File: src/nfc_pkg.sv
// Constants, operation codes and job descriptors for the NAND host sequencer
package nfc_pkg;

	// Clock and bus timing, times in ns
	localparam int CLK_NS = 40;
	localparam int WE_LOW_NS = 12;
	localparam int READ_ACCESS_NS = 20;
	localparam int HOLD_NS = 10;
	localparam int WB_NS = 100;
	localparam int WE_LOW_CYC = (WE_LOW_NS + CLK_NS - 1) / CLK_NS;
	localparam int READ_ACCESS_CYC = (READ_ACCESS_NS + CLK_NS - 1) / CLK_NS;
	localparam int HOLD_CYC = (HOLD_NS + CLK_NS - 1) / CLK_NS;
	localparam int WB_CYC = (WB_NS + CLK_NS - 1) / CLK_NS;
	localparam int TMR_W = 3;

	// Address layout
	localparam int ADDR_W = 30;
	localparam int COL_W = 12;
	localparam int PAGE_LSB = 12;
	localparam int PAGE_W = 6;
	localparam int PLANE_BIT = 18;
	localparam int BLOCK_LSB = 19;
	localparam int BLOCK_W = 11;
	localparam int ADDR_BYTES = 5;
	localparam int ROW_FIRST = 2;
	localparam int LEN_W = 12;
	localparam logic [LEN_W-1:0] PAGE_BYTES = 12'h0840;
	localparam logic [LEN_W-1:0] SPARE_FIRST = 12'h0800;

	// Command codes
	localparam logic [7:0] CMD_READ = 8'h00;
	localparam logic [7:0] CMD_READ_GO = 8'h30;
	localparam logic [7:0] CMD_READ_CB = 8'h35;
	localparam logic [7:0] CMD_PROG = 8'h80;
	localparam logic [7:0] CMD_PROG_P2 = 8'h81;
	localparam logic [7:0] CMD_PROG_GO = 8'h10;
	localparam logic [7:0] CMD_PROG_P1_END = 8'h11;
	localparam logic [7:0] CMD_CB_PROG = 8'h85;
	localparam logic [7:0] CMD_ERASE = 8'h60;
	localparam logic [7:0] CMD_ERASE_GO = 8'hD0;
	localparam logic [7:0] CMD_RAND_OUT = 8'h05;
	localparam logic [7:0] CMD_RAND_OUT_GO = 8'hE0;
	localparam logic [7:0] CMD_RESET = 8'hFF;
	localparam logic [7:0] CMD_STATUS = 8'h70;
	localparam logic [7:0] CMD_STATUS2 = 8'hF1;
	localparam logic [7:0] CMD_READ_ID = 8'h90;

	typedef enum logic [3:0] {
		OP_READ = 4'h0,
		OP_READ_CB = 4'h1,
		OP_PROG = 4'h2,
		OP_PROG_P1 = 4'h3,
		OP_PROG_P2 = 4'h4,
		OP_CB_PROG = 4'h5,
		OP_CB_PROG_P1 = 4'h6,
		OP_ERASE = 4'h7,
		OP_ERASE_P1 = 4'h8,
		OP_RAND_IN = 4'h9,
		OP_RAND_OUT = 4'hA,
		OP_RESET = 4'hB,
		OP_STATUS = 4'hC,
		OP_STATUS2 = 4'hD,
		OP_READ_ID = 4'hE
	} nfc_op_t;

	typedef struct packed {
		logic [7:0] cmd1;
		logic has_addr;
		logic [2:0] afirst;
		logic [2:0] alast;
		logic din;
		logic has_cmd2;
		logic [7:0] cmd2;
		logic waitb;
		logic dout;
		logic busy_ok;
		logic plane_ok;
	} nfc_job_t;

	function automatic nfc_job_t nfc_decode(input nfc_op_t op);
		nfc_job_t j;
		j = '{CMD_READ, 1'b1, 3'h0, 3'h4, 1'b0, 1'b0, CMD_READ_GO, 1'b0, 1'b0, 1'b0, 1'b0};
		case (op)
			OP_READ: {j.has_cmd2, j.waitb, j.dout} = 3'h7;
			OP_READ_CB: {j.has_cmd2, j.cmd2, j.waitb} = {1'b1, CMD_READ_CB, 1'b1};
			OP_PROG, OP_PROG_P1, OP_PROG_P2:
			begin
				j.cmd1 = (op == OP_PROG_P2) ? CMD_PROG_P2 : CMD_PROG;
				j.cmd2 = (op == OP_PROG_P1) ? CMD_PROG_P1_END : CMD_PROG_GO;
				{j.din, j.has_cmd2, j.waitb} = 3'h7;
				j.plane_ok = (op == OP_PROG_P2);
			end
			OP_CB_PROG, OP_CB_PROG_P1:
			begin
				j.cmd1 = CMD_CB_PROG;
				j.cmd2 = (op == OP_CB_PROG_P1) ? CMD_PROG_P1_END : CMD_PROG_GO;
				{j.has_cmd2, j.waitb} = 2'h3;
			end
			OP_ERASE, OP_ERASE_P1:
			begin
				{j.cmd1, j.afirst, j.cmd2} = {CMD_ERASE, 3'h2, CMD_ERASE_GO};
				j.has_cmd2 = (op == OP_ERASE);
				j.waitb = (op == OP_ERASE);
			end
			OP_RAND_IN: {j.cmd1, j.alast, j.din} = {CMD_CB_PROG, 3'h1, 1'b1};
			OP_RAND_OUT:
			begin
				{j.cmd1, j.alast, j.cmd2} = {CMD_RAND_OUT, 3'h1, CMD_RAND_OUT_GO};
				{j.has_cmd2, j.dout} = 2'h3;
			end
			OP_READ_ID: {j.cmd1, j.alast, j.dout} = {CMD_READ_ID, 3'h0, 1'b1};
			OP_RESET: {j.cmd1, j.has_addr, j.waitb, j.busy_ok, j.plane_ok} = {CMD_RESET, 4'hF} ^ 12'h008;
			OP_STATUS, OP_STATUS2:
			begin
				j.cmd1 = (op == OP_STATUS) ? CMD_STATUS : CMD_STATUS2;
				{j.has_addr, j.dout, j.busy_ok, j.plane_ok} = 4'h7;
			end
			default: j.cmd1 = CMD_STATUS;
		endcase
		return j;
	endfunction : nfc_decode

endpackage : nfc_pkg

File: src/nfc_stream_if.sv
// Valid/ready byte stream carrier between the sequencer and its buffer
`timescale 1ns/1ps
interface nfc_stream_if #(parameter int W = 8);
	logic valid;
	logic ready;
	logic [W-1:0] data;
	modport src(output valid, output data, input ready);
	modport snk(input valid, input data, output ready);
endinterface : nfc_stream_if

File: src/nfc_fifo.sv
// Small synchronous FIFO for the program data path
`timescale 1ns/1ps
module nfc_fifo #(
	parameter int W = 8,
	parameter int DEPTH = 4
) (
	// Clock and reset
	input wire logic clk,
	input wire logic resetn,
	// Streams
	nfc_stream_if.snk in_if,
	nfc_stream_if.src out_if
);
	localparam int AW = (DEPTH > 1) ? $clog2(DEPTH) : 1;
	localparam logic [AW-1:0] LAST = AW'(DEPTH - 1);
	localparam logic [AW:0] FULL = (AW + 1)'(DEPTH);

	typedef struct packed {
		logic [DEPTH-1:0][W-1:0] mem;
		logic [AW-1:0] wp;
		logic [AW-1:0] rp;
		logic [AW:0] cnt;
	} nfc_fifo_state_t;

	nfc_fifo_state_t s;
	nfc_fifo_state_t next_s;
	logic push;
	logic pop;

	assign in_if.ready = (s.cnt != FULL);
	assign out_if.valid = (s.cnt != '0);
	assign out_if.data = s.mem[s.rp];
	assign push = in_if.valid && in_if.ready;
	assign pop = out_if.valid && out_if.ready;

	always_comb
	begin
		next_s = s;
		if (push)
		begin
			next_s.mem[s.wp] = in_if.data;
			next_s.wp = (s.wp == LAST) ? '0 : s.wp + 1'b1;
		end
		if (pop)
			next_s.rp = (s.rp == LAST) ? '0 : s.rp + 1'b1;
		// Simultaneous push and pop leave the fill level unchanged
		if (push && !pop)
			next_s.cnt = s.cnt + 1'b1;
		else if (pop && !push)
			next_s.cnt = s.cnt - 1'b1;
	end

	always_ff @(posedge clk)
	begin
		if (!resetn)
			s <= '0;
		else
			s <= next_s;
	end

endmodule : nfc_fifo

File: src/nfc_host.sv
// Host sequencer driving an 8-bit asynchronous NAND flash through its pins
`timescale 1ns/1ps
module nfc_host #(
	parameter int FIFO_DEPTH = 4
) (
	// Clock and reset
	input wire logic clk,
	input wire logic resetn,
	// Job request
	input wire logic req_valid,
	output logic req_ready,
	input wire nfc_pkg::nfc_op_t req_op,
	input wire logic [nfc_pkg::ADDR_W-1:0] req_addr,
	input wire logic [nfc_pkg::LEN_W-1:0] req_len,
	output logic job_busy,
	output logic job_done,
	// Write protect control
	input wire logic wp_release,
	// Program data
	input wire logic wr_valid,
	output logic wr_ready,
	input wire logic [7:0] wr_data,
	// Read data
	output logic rd_valid,
	output logic [7:0] rd_data,
	// Flash pins
	output logic ce_n,
	output logic cle,
	output logic ale,
	output logic we_n,
	output logic read_strobe_n,
	output logic wp_n,
	input wire logic ready_busy,
	input wire logic [7:0] shared_byte_bus_in,
	output logic [7:0] shared_byte_bus_out,
	output logic shared_byte_bus_oe
);
	localparam logic [nfc_pkg::TMR_W-1:0] T_LOW = nfc_pkg::TMR_W'(nfc_pkg::WE_LOW_CYC - 1);
	localparam logic [nfc_pkg::TMR_W-1:0] T_RD = nfc_pkg::TMR_W'(nfc_pkg::READ_ACCESS_CYC - 1);
	localparam logic [nfc_pkg::TMR_W-1:0] T_HOLD = nfc_pkg::TMR_W'(nfc_pkg::HOLD_CYC - 1);
	localparam logic [nfc_pkg::TMR_W-1:0] T_WB = nfc_pkg::TMR_W'(nfc_pkg::WB_CYC - 1);

	typedef enum logic [7:0] {
		ST_IDLE = 8'h01,
		ST_CMD1 = 8'h02,
		ST_ADDR = 8'h04,
		ST_DIN = 8'h08,
		ST_CMD2 = 8'h10,
		ST_WAIT = 8'h20,
		ST_DOUT = 8'h40,
		ST_DONE = 8'h80
	} nfc_state_t;

	typedef struct packed {
		nfc_state_t st;
		nfc_pkg::nfc_job_t job;
		logic [nfc_pkg::ADDR_BYTES-1:0][7:0] abytes;
		logic [2:0] idx;
		logic [nfc_pkg::LEN_W-1:0] len;
		logic [nfc_pkg::LEN_W-1:0] cnt;
		logic [1:0] ph;
		logic [nfc_pkg::TMR_W-1:0] tmr;
		logic plane_open;
		logic ce_n;
		logic cle;
		logic ale;
		logic we_n;
		logic re_n;
		logic wp_n;
		logic [7:0] bus_out;
		logic bus_oe;
		logic rd_valid;
		logic [7:0] rd_data;
		logic done;
	} nfc_host_state_t;

	nfc_host_state_t s;
	nfc_host_state_t next_s;
	nfc_pkg::nfc_job_t req_job;
	logic req_fire;
	logic wr_state;
	logic byte_done;
	logic [7:0] wbyte;
	nfc_state_t after_addr;
	nfc_state_t after_din;

	nfc_stream_if #(.W(8)) wr_in();
	nfc_stream_if #(.W(8)) wr_out();

	nfc_fifo #(.W(8), .DEPTH(FIFO_DEPTH)) u_fifo (
		.clk(clk),
		.resetn(resetn),
		.in_if(wr_in),
		.out_if(wr_out)
	);

	assign wr_in.valid = wr_valid;
	assign wr_in.data = wr_data;
	assign wr_ready = wr_in.ready;
	assign wr_out.ready = (s.st == ST_DIN) && (s.ph == 2'h0);

	assign req_job = nfc_pkg::nfc_decode(req_op);
	// Only reset and status reads while busy; those and the second-plane program between plane halves
	assign req_ready = (s.st == ST_IDLE) && (ready_busy || req_job.busy_ok)
		&& (!s.plane_open || req_job.plane_ok);
	assign req_fire = req_valid && req_ready;
	assign wr_state = (s.st == ST_CMD1) || (s.st == ST_ADDR) || (s.st == ST_DIN)
		|| (s.st == ST_CMD2);
	assign after_din = s.job.has_cmd2 ? ST_CMD2 : ST_WAIT;
	assign after_addr = (s.job.din && s.len != '0) ? ST_DIN : after_din;

	always_comb
	begin
		case (s.st)
			ST_CMD1: wbyte = s.job.cmd1;
			ST_ADDR: wbyte = s.abytes[s.idx];
			ST_DIN: wbyte = wr_out.data;
			default: wbyte = s.job.cmd2;
		endcase
	end

	always_comb
	begin
		next_s = s;
		next_s.rd_valid = 1'b0;
		next_s.done = 1'b0;
		next_s.wp_n = wp_release;
		byte_done = 1'b0;
		// Byte engine: setup, strobe low, hold; data stable across the rise
		if (wr_state)
		begin
			case (s.ph)
				2'h0:
				begin
					if (s.st != ST_DIN || wr_out.valid)
					begin
						next_s.bus_out = wbyte;
						next_s.bus_oe = 1'b1;
						next_s.cle = (s.st == ST_CMD1) || (s.st == ST_CMD2);
						next_s.ale = (s.st == ST_ADDR);
						next_s.ph = 2'h1;
					end
				end
				2'h1:
				begin
					next_s.we_n = 1'b0;
					next_s.tmr = T_LOW;
					next_s.ph = 2'h2;
				end
				2'h2:
				begin
					if (s.tmr == '0)
					begin
						next_s.we_n = 1'b1;
						next_s.tmr = T_HOLD;
						next_s.ph = 2'h3;
					end
					else
						next_s.tmr = s.tmr - 1'b1;
				end
				default:
				begin
					if (s.tmr == '0)
						byte_done = 1'b1;
					else
						next_s.tmr = s.tmr - 1'b1;
				end
			endcase
		end
		else if (s.st == ST_DOUT)
		begin
			case (s.ph)
				2'h0:
				begin
					next_s.re_n = 1'b0;
					next_s.tmr = T_RD;
					next_s.ph = 2'h2;
				end
				2'h2:
				begin
					// Sample only after the access delay has run out
					if (s.tmr == '0)
					begin
						next_s.rd_data = shared_byte_bus_in;
						next_s.rd_valid = 1'b1;
						next_s.re_n = 1'b1;
						next_s.tmr = T_HOLD;
						next_s.ph = 2'h3;
					end
					else
						next_s.tmr = s.tmr - 1'b1;
				end
				default:
				begin
					if (s.tmr == '0)
						byte_done = 1'b1;
					else
						next_s.tmr = s.tmr - 1'b1;
				end
			endcase
		end
		if (byte_done)
		begin
			next_s.ph = 2'h0;
			next_s.cle = 1'b0;
			next_s.ale = 1'b0;
			next_s.bus_oe = 1'b0;
		end
		case (s.st)
			ST_IDLE:
			begin
				if (req_fire)
				begin
					next_s.job = req_job;
					// Column low first, zero padding in cycles two and five
					next_s.abytes[0] = req_addr[7:0];
					next_s.abytes[1] = {4'h0, req_addr[nfc_pkg::COL_W-1:8]};
					next_s.abytes[2] = req_addr[nfc_pkg::PAGE_LSB+7:nfc_pkg::PAGE_LSB];
					next_s.abytes[3] = req_addr[nfc_pkg::PAGE_LSB+15:nfc_pkg::PAGE_LSB+8];
					next_s.abytes[4] = {6'h00, req_addr[nfc_pkg::ADDR_W-1:nfc_pkg::ADDR_W-2]};
					next_s.idx = req_job.afirst;
					// Longer bursts than a page buffer would wrap in the device
					next_s.len = (req_len > nfc_pkg::PAGE_BYTES) ? nfc_pkg::PAGE_BYTES : req_len;
					next_s.cnt = '0;
					next_s.ph = 2'h0;
					next_s.ce_n = 1'b0;
					if (req_op == nfc_pkg::OP_PROG_P1 || req_op == nfc_pkg::OP_CB_PROG_P1)
						next_s.plane_open = 1'b1;
					else if (req_op == nfc_pkg::OP_PROG_P2 || req_op == nfc_pkg::OP_RESET)
						next_s.plane_open = 1'b0;
					next_s.st = ST_CMD1;
				end
			end
			ST_CMD1:
				if (byte_done)
					next_s.st = s.job.has_addr ? ST_ADDR : after_addr;
			ST_ADDR:
			begin
				if (byte_done)
				begin
					if (s.idx == s.job.alast)
						next_s.st = after_addr;
					else
						next_s.idx = s.idx + 1'b1;
				end
			end
			ST_DIN:
			begin
				if (byte_done)
				begin
					next_s.cnt = s.cnt + 1'b1;
					if (s.cnt == s.len - 1'b1)
						next_s.st = after_din;
				end
			end
			ST_CMD2:
				if (byte_done)
					next_s.st = ST_WAIT;
			ST_WAIT:
			begin
				// Ready/busy is only valid some time after the last write strobe
				if (s.tmr != '0)
					next_s.tmr = s.tmr - 1'b1;
				else if (!s.job.waitb || ready_busy)
				begin
					next_s.cnt = '0;
					next_s.st = (s.job.dout && s.len != '0) ? ST_DOUT : ST_DONE;
				end
			end
			ST_DOUT:
			begin
				if (byte_done)
				begin
					next_s.cnt = s.cnt + 1'b1;
					if (s.cnt == s.len - 1'b1)
						next_s.st = ST_DONE;
				end
			end
			ST_DONE:
			begin
				next_s.ce_n = 1'b1;
				next_s.done = 1'b1;
				next_s.st = ST_IDLE;
			end
			default: next_s.st = ST_IDLE;
		endcase
		// Entering the wait always starts the busy settling delay
		if (byte_done && next_s.st == ST_WAIT)
			next_s.tmr = T_WB;
	end

	always_ff @(posedge clk)
	begin
		if (!resetn)
		begin
			s <= '0;
			s.st <= ST_IDLE;
			s.ce_n <= 1'b1;
			s.we_n <= 1'b1;
			s.re_n <= 1'b1;
		end
		else
			s <= next_s;
	end

	assign job_busy = (s.st != ST_IDLE);
	assign job_done = s.done;
	assign rd_valid = s.rd_valid;
	assign rd_data = s.rd_data;
	assign ce_n = s.ce_n;
	assign cle = s.cle;
	assign ale = s.ale;
	assign we_n = s.we_n;
	assign read_strobe_n = s.re_n;
	assign wp_n = s.wp_n;
	assign shared_byte_bus_out = s.bus_out;
	assign shared_byte_bus_oe = s.bus_oe;

	a_cmd_latch_edge: assert property (@(posedge clk) disable iff (!resetn)
		$rose(s.we_n) && s.cle |-> s.bus_oe && !s.ale && !s.ce_n)
		else $error("Command strobe rise without driven command");
	a_addr_latch_edge: assert property (@(posedge clk) disable iff (!resetn)
		$rose(s.we_n) && s.ale |-> s.bus_oe && !s.cle && s.st == ST_ADDR)
		else $error("Address strobe rise outside address phase");
	a_write_strobe_sel: assert property (@(posedge clk) disable iff (!resetn)
		$fell(s.we_n) |-> !s.ce_n && s.re_n && s.bus_oe ##1 s.bus_out == $past(s.bus_out))
		else $error("Write strobe low without select or stable data");
	a_read_sample: assert property (@(posedge clk) disable iff (!resetn)
		s.rd_valid |-> !$past(s.re_n) && !$past(s.bus_oe) && $rose(s.re_n))
		else $error("Read data captured without a read strobe");
	a_addr_pad_low: assert property (@(posedge clk) disable iff (!resetn)
		$rose(s.we_n) && s.ale |->
		(s.idx != 3'h1 || s.bus_out[7:4] == 4'h0) && (s.idx != 3'h4 || s.bus_out[7:2] == 6'h00))
		else $error("Address padding bits not low");
	a_erase_rows: assert property (@(posedge clk) disable iff (!resetn)
		s.ale && s.job.cmd1 == nfc_pkg::CMD_ERASE |-> s.idx >= 3'h2)
		else $error("Column cycle sent during erase");
	a_read_confirm: assert property (@(posedge clk) disable iff (!resetn)
		$rose(s.we_n) && s.st == ST_CMD2 && s.job.cmd1 == nfc_pkg::CMD_READ |->
		s.bus_out == nfc_pkg::CMD_READ_GO || s.bus_out == nfc_pkg::CMD_READ_CB)
		else $error("Bad read confirm code");
	a_prog_confirm: assert property (@(posedge clk) disable iff (!resetn)
		$rose(s.we_n) && s.st == ST_CMD2 && s.job.cmd1[7:4] == 4'h8 |->
		s.bus_out == nfc_pkg::CMD_PROG_GO || s.bus_out == nfc_pkg::CMD_PROG_P1_END)
		else $error("Bad program confirm code");
	a_busy_accept: assert property (@(posedge clk) disable iff (!resetn)
		req_fire && !ready_busy |-> req_op inside {nfc_pkg::OP_RESET, nfc_pkg::OP_STATUS,
		nfc_pkg::OP_STATUS2})
		else $error("Job accepted while device busy");
	a_plane_gap: assert property (@(posedge clk) disable iff (!resetn)
		req_fire && s.plane_open |-> req_op inside {nfc_pkg::OP_RESET, nfc_pkg::OP_STATUS,
		nfc_pkg::OP_STATUS2, nfc_pkg::OP_PROG_P2})
		else $error("Illegal job between plane halves");

endmodule : nfc_host

File: config.mk
export PLATFORM = sky130hd
export DESIGN_NAME = nfc_host
export DESIGN_NICKNAME = d
export VERILOG_FILES = /design/src/nfc_pkg.sv /design/src/nfc_stream_if.sv /design/src/nfc_fifo.sv /design/src/nfc_host.sv
export SDC_FILE = /design/constraint.sdc
export NUM_CORES = 1
export LEC_CHECK = 0
export ABC_AREA = 1
export BUFFER_PORTS_ARGS = -buffer_cell sky130_fd_sc_hd__buf_2
export CAP_MARGIN = 25
export CORE_MARGIN = 2
export CORE_UTILIZATION = 28
export CTS_CLUSTER_DIAMETER = 120
export DETAILED_ROUTE_END_ITERATION = 10
export PLACE_DENSITY = 0.49
export SYNTH_ARGS = -nofsm -noshare
export SYNTH_HDL_FRONTEND = slang
export SYNTH_SLANG_ARGS = --single-unit
File: constraint.sdc
create_clock -name clk -period 3.3 [get_ports clk]
set_input_delay 0.66 -clock clk [delete_from_list [all_inputs] [get_ports clk]]
set_output_delay 0.66 -clock clk [all_outputs]
set_load 0.01 [all_outputs]
==> reports/qor.txt <==
Max-Slew Margin vs Limit: 50.2%
Clock Latency Late Sink: 430 ps
GPL Wtd Cong: 0.868
starting density of the core: 28.3%
Critical Path Fanout Max: 5
Post-Syn Nets: 1,274
initial antenna violation count: 2
fin worst setup slack: 491 ps
Req. time, crit path: 2640 ps
post-cts gate resize count: 0
Critical Path AT: 2150 ps
YS warnings: 0
HP Class: in -> reg
clk root buf: clkbuf_16
clock slew seen by the registers of the worst setup and hold paths: 70 ps
leakage power total: 4.00 nW
vias: 7,750
number of CTS-inserted buffers: 17
Die ar.: 30,300 µm²
TritonCTS clock tree: yes
worst reg-to-reg setup slack: 800 ps
CTS Sinks: 153
post-detail-place hpwl: 18,100 µm
worst-margin pin slew: 746 ps
Final Non-Filler Cells: 1,655
Layout area overhead: 16.5%
Netlist cell types: 48
pwr/cell area: 499 nW/µm²
DR vias/cell: 4.68
syn_area_per_cell: 6.78 µm²
I/O pin cnt: 96
Core ar.: 28,500 µm²
pin count of the biggest net entering global routing: 48
first-pass GRT wire length: 40,200 µm
total negative slack: 0 ps
Final Hold Fails: 0
Longest Clk Path Bufs: 2
Fmax achieved: 356 MHz
Final min period: 2810 ps
fraction of layout instances using a drive strength above 1: 15.0%
DP Worst Slack: 591 ps
Seq/Total Area, Yosys: 37.9%
hold buffers post-CTS: 0
Final Skew: 14.7 ps
ys async rst share: 0%
DR iter-0 viols: 424
post-synthesis sequential element count: 153
hold slack: 416 ps
Setup Fix Bufs, Post-CTS: 0
vias in the first global route: 7,491
final WL: 25,000 µm
Die X: 174 µm
Critical Path Source Type: flop
hold path cells: 3
DR pass1 iterations: 5
grt total ovfl: 0
final setup vio count: 0
number of synthesized flops with an enable pin: 0
max cap viols: 0
run status: finished clean
R2R depth: 13
Die Height: 174 µm
WL/cell: 15.1 µm
FP Rows: 62
DRC: 0
synthesized cell area: 8090 µm²
H-tree depth: 4
# placed instances: 1,623
Slew Limit Fails: 0
RSZ-0062 raised after global routing: false
critical path class: reg -> out
nets: 1,339
Max IR drop VDD: 0.267 mV
final period utilization: 85.1%
synthesized instance count: 1,193
Worst setup EP type: output port
Port Buffer Count: 95
Final ANT Viol Nets: 0
total track usage: 16.7%
ys flop type: dfxtp_1
through the flow:
step / power, mW / cell area (µm²) / utilization, %
floorplan: 2.60 / 8090 / -
global route: 4.94 / 9420 / 33.0
global placement: 2.85 / 8860 / 31.0
detailed placement: 2.85 / 8860 / 31.0
finish: 4.70 / 9420 / 33.0
CTS: 4.76 / 9420 / 33.0
worst paths after layout:
check	startpoint	end
max	s[134]	req_ready
min	wp_release	wp_n
max reg2reg	s[128]	s[36]
min reg2reg	s[80]	s[80]
Yosys cell counts (4+ instances only):
| cell | count | area share, % |
|---|---|---|
| nand3_1 | 76 | 4.7 |
| buf_2 | 6 | 0.37 |
| inv_2 | 5 | 0.23 |
| xor2_1 | 9 | 0.97 |
| nor2_2 | 7 | 0.54 |
| o211ai_1 | 4 | 0.37 |
| o21ai_0 | 137 | 8.5 |
| o31ai_1 | 5 | 0.46 |
| nor2_4 | 11 | 1.5 |
| nand2_2 | 11 | 0.85 |
| inv_1 | 128 | 5.9 |
| nor2_1 | 152 | 7.1 |
| nand2_1 | 217 | 10 |
| a21oi_1 | 117 | 7.2 |
| buf_4 | 16 | 1.5 |
| nor3_1 | 14 | 0.87 |
| clkbuf_1 | 39 | 1.8 |
| ha_1 | 12 | 1.9 |
| a31oi_1 | 6 | 0.46 |
| nand4_1 | 13 | 1.0 |
| dfxtp_1 | 153 | 38 |
| a21oi_2 | 8 | 0.87 |
power breakdown:
part | internal, mW | switching [mW] | total (mW)
clock network | 0.994 | 0.900 | 1.89
registers | 1.96 | 0.0759 | 2.04
logic | 0.252 | 0.519 | 0.771
total | 3.21 | 1.49 | 4.70
layout by cell type (no fill, tap or decap), types with 6 or more instances in the layout:
cell / instances
nor3_1: 14
nor2_2: 7
nand3_1: 76
nor2_4: 11
a21oi_1: 117
nand4_1: 13
nor2_1: 152
inv_1: 126
nand2_1: 217
inv_2: 6
dfxtp_1: 153
ha_1: 12
buf_4: 13
clkbuf_16: 17
nand2_2: 11
xor2_1: 9
a31oi_1: 6
o21ai_0: 137
buf_2: 95
a21oi_2: 8
worst max-delay path, stage by stage, from the launching register on:
cell and delay, ps:
dfxtp_1 370, nor2_4 210, nand2_4 120, nor4_4 260, inv_1 190, a21oi_1 360, buf_2 210
flip-flops by register name (all words and copies together), names as in the netlist:
signal and flops:
u_fifo.s 39, shared_byte_bus_oe 1, s 89, ce_n 1, ale 1, rd_valid 1, read_strobe_n 1, wp_n 1
cle 1, we_n 1, job_done 1, rd_data 8, shared_byte_bus_out 8
cell families after synthesis:
| group | Yosys count | share of synthesized area (%) |
|---|---|---|
| xor gates and xnor gates | 12 | 1.30 |
| AOI/OAI and AO/OA | 301 | 20.2 |
| DFF | 153 | 37.9 |
| buffers and inverters | 199 | 10.3 |
| adders and majority gates | 13 | 2.10 |
| and+or+nand+nor | 515 | 28.2 |
layer usage:
layer | up-vias | routed length, µm | GRT usage, %
met5 | - | 13 | 0
met3 | 26 | 851 | 2.93
met1 | 3535 | 12000 | 22.2
li1 | 4047 | - | -
met2 | 140 | 11800 | 28.0
met4 | 2 | 289 | 4.17
cell type report:
| class | instances | area [µm²] |
|---|---|---|
| tap | 384 | 480 |
| fill | 3191 | 19100 |
| inverter | 135 | 507 |
| timing repair buffer | 110 | 613 |
| clock buffer | 17 | 425 |
| antenna | 1 | 2.50 |
| sequential | 153 | 3060 |
| clock inverter | 14 | 135 |
| multi-input combinational | 841 | 4200 |
(Power assumes the default switching activity.)
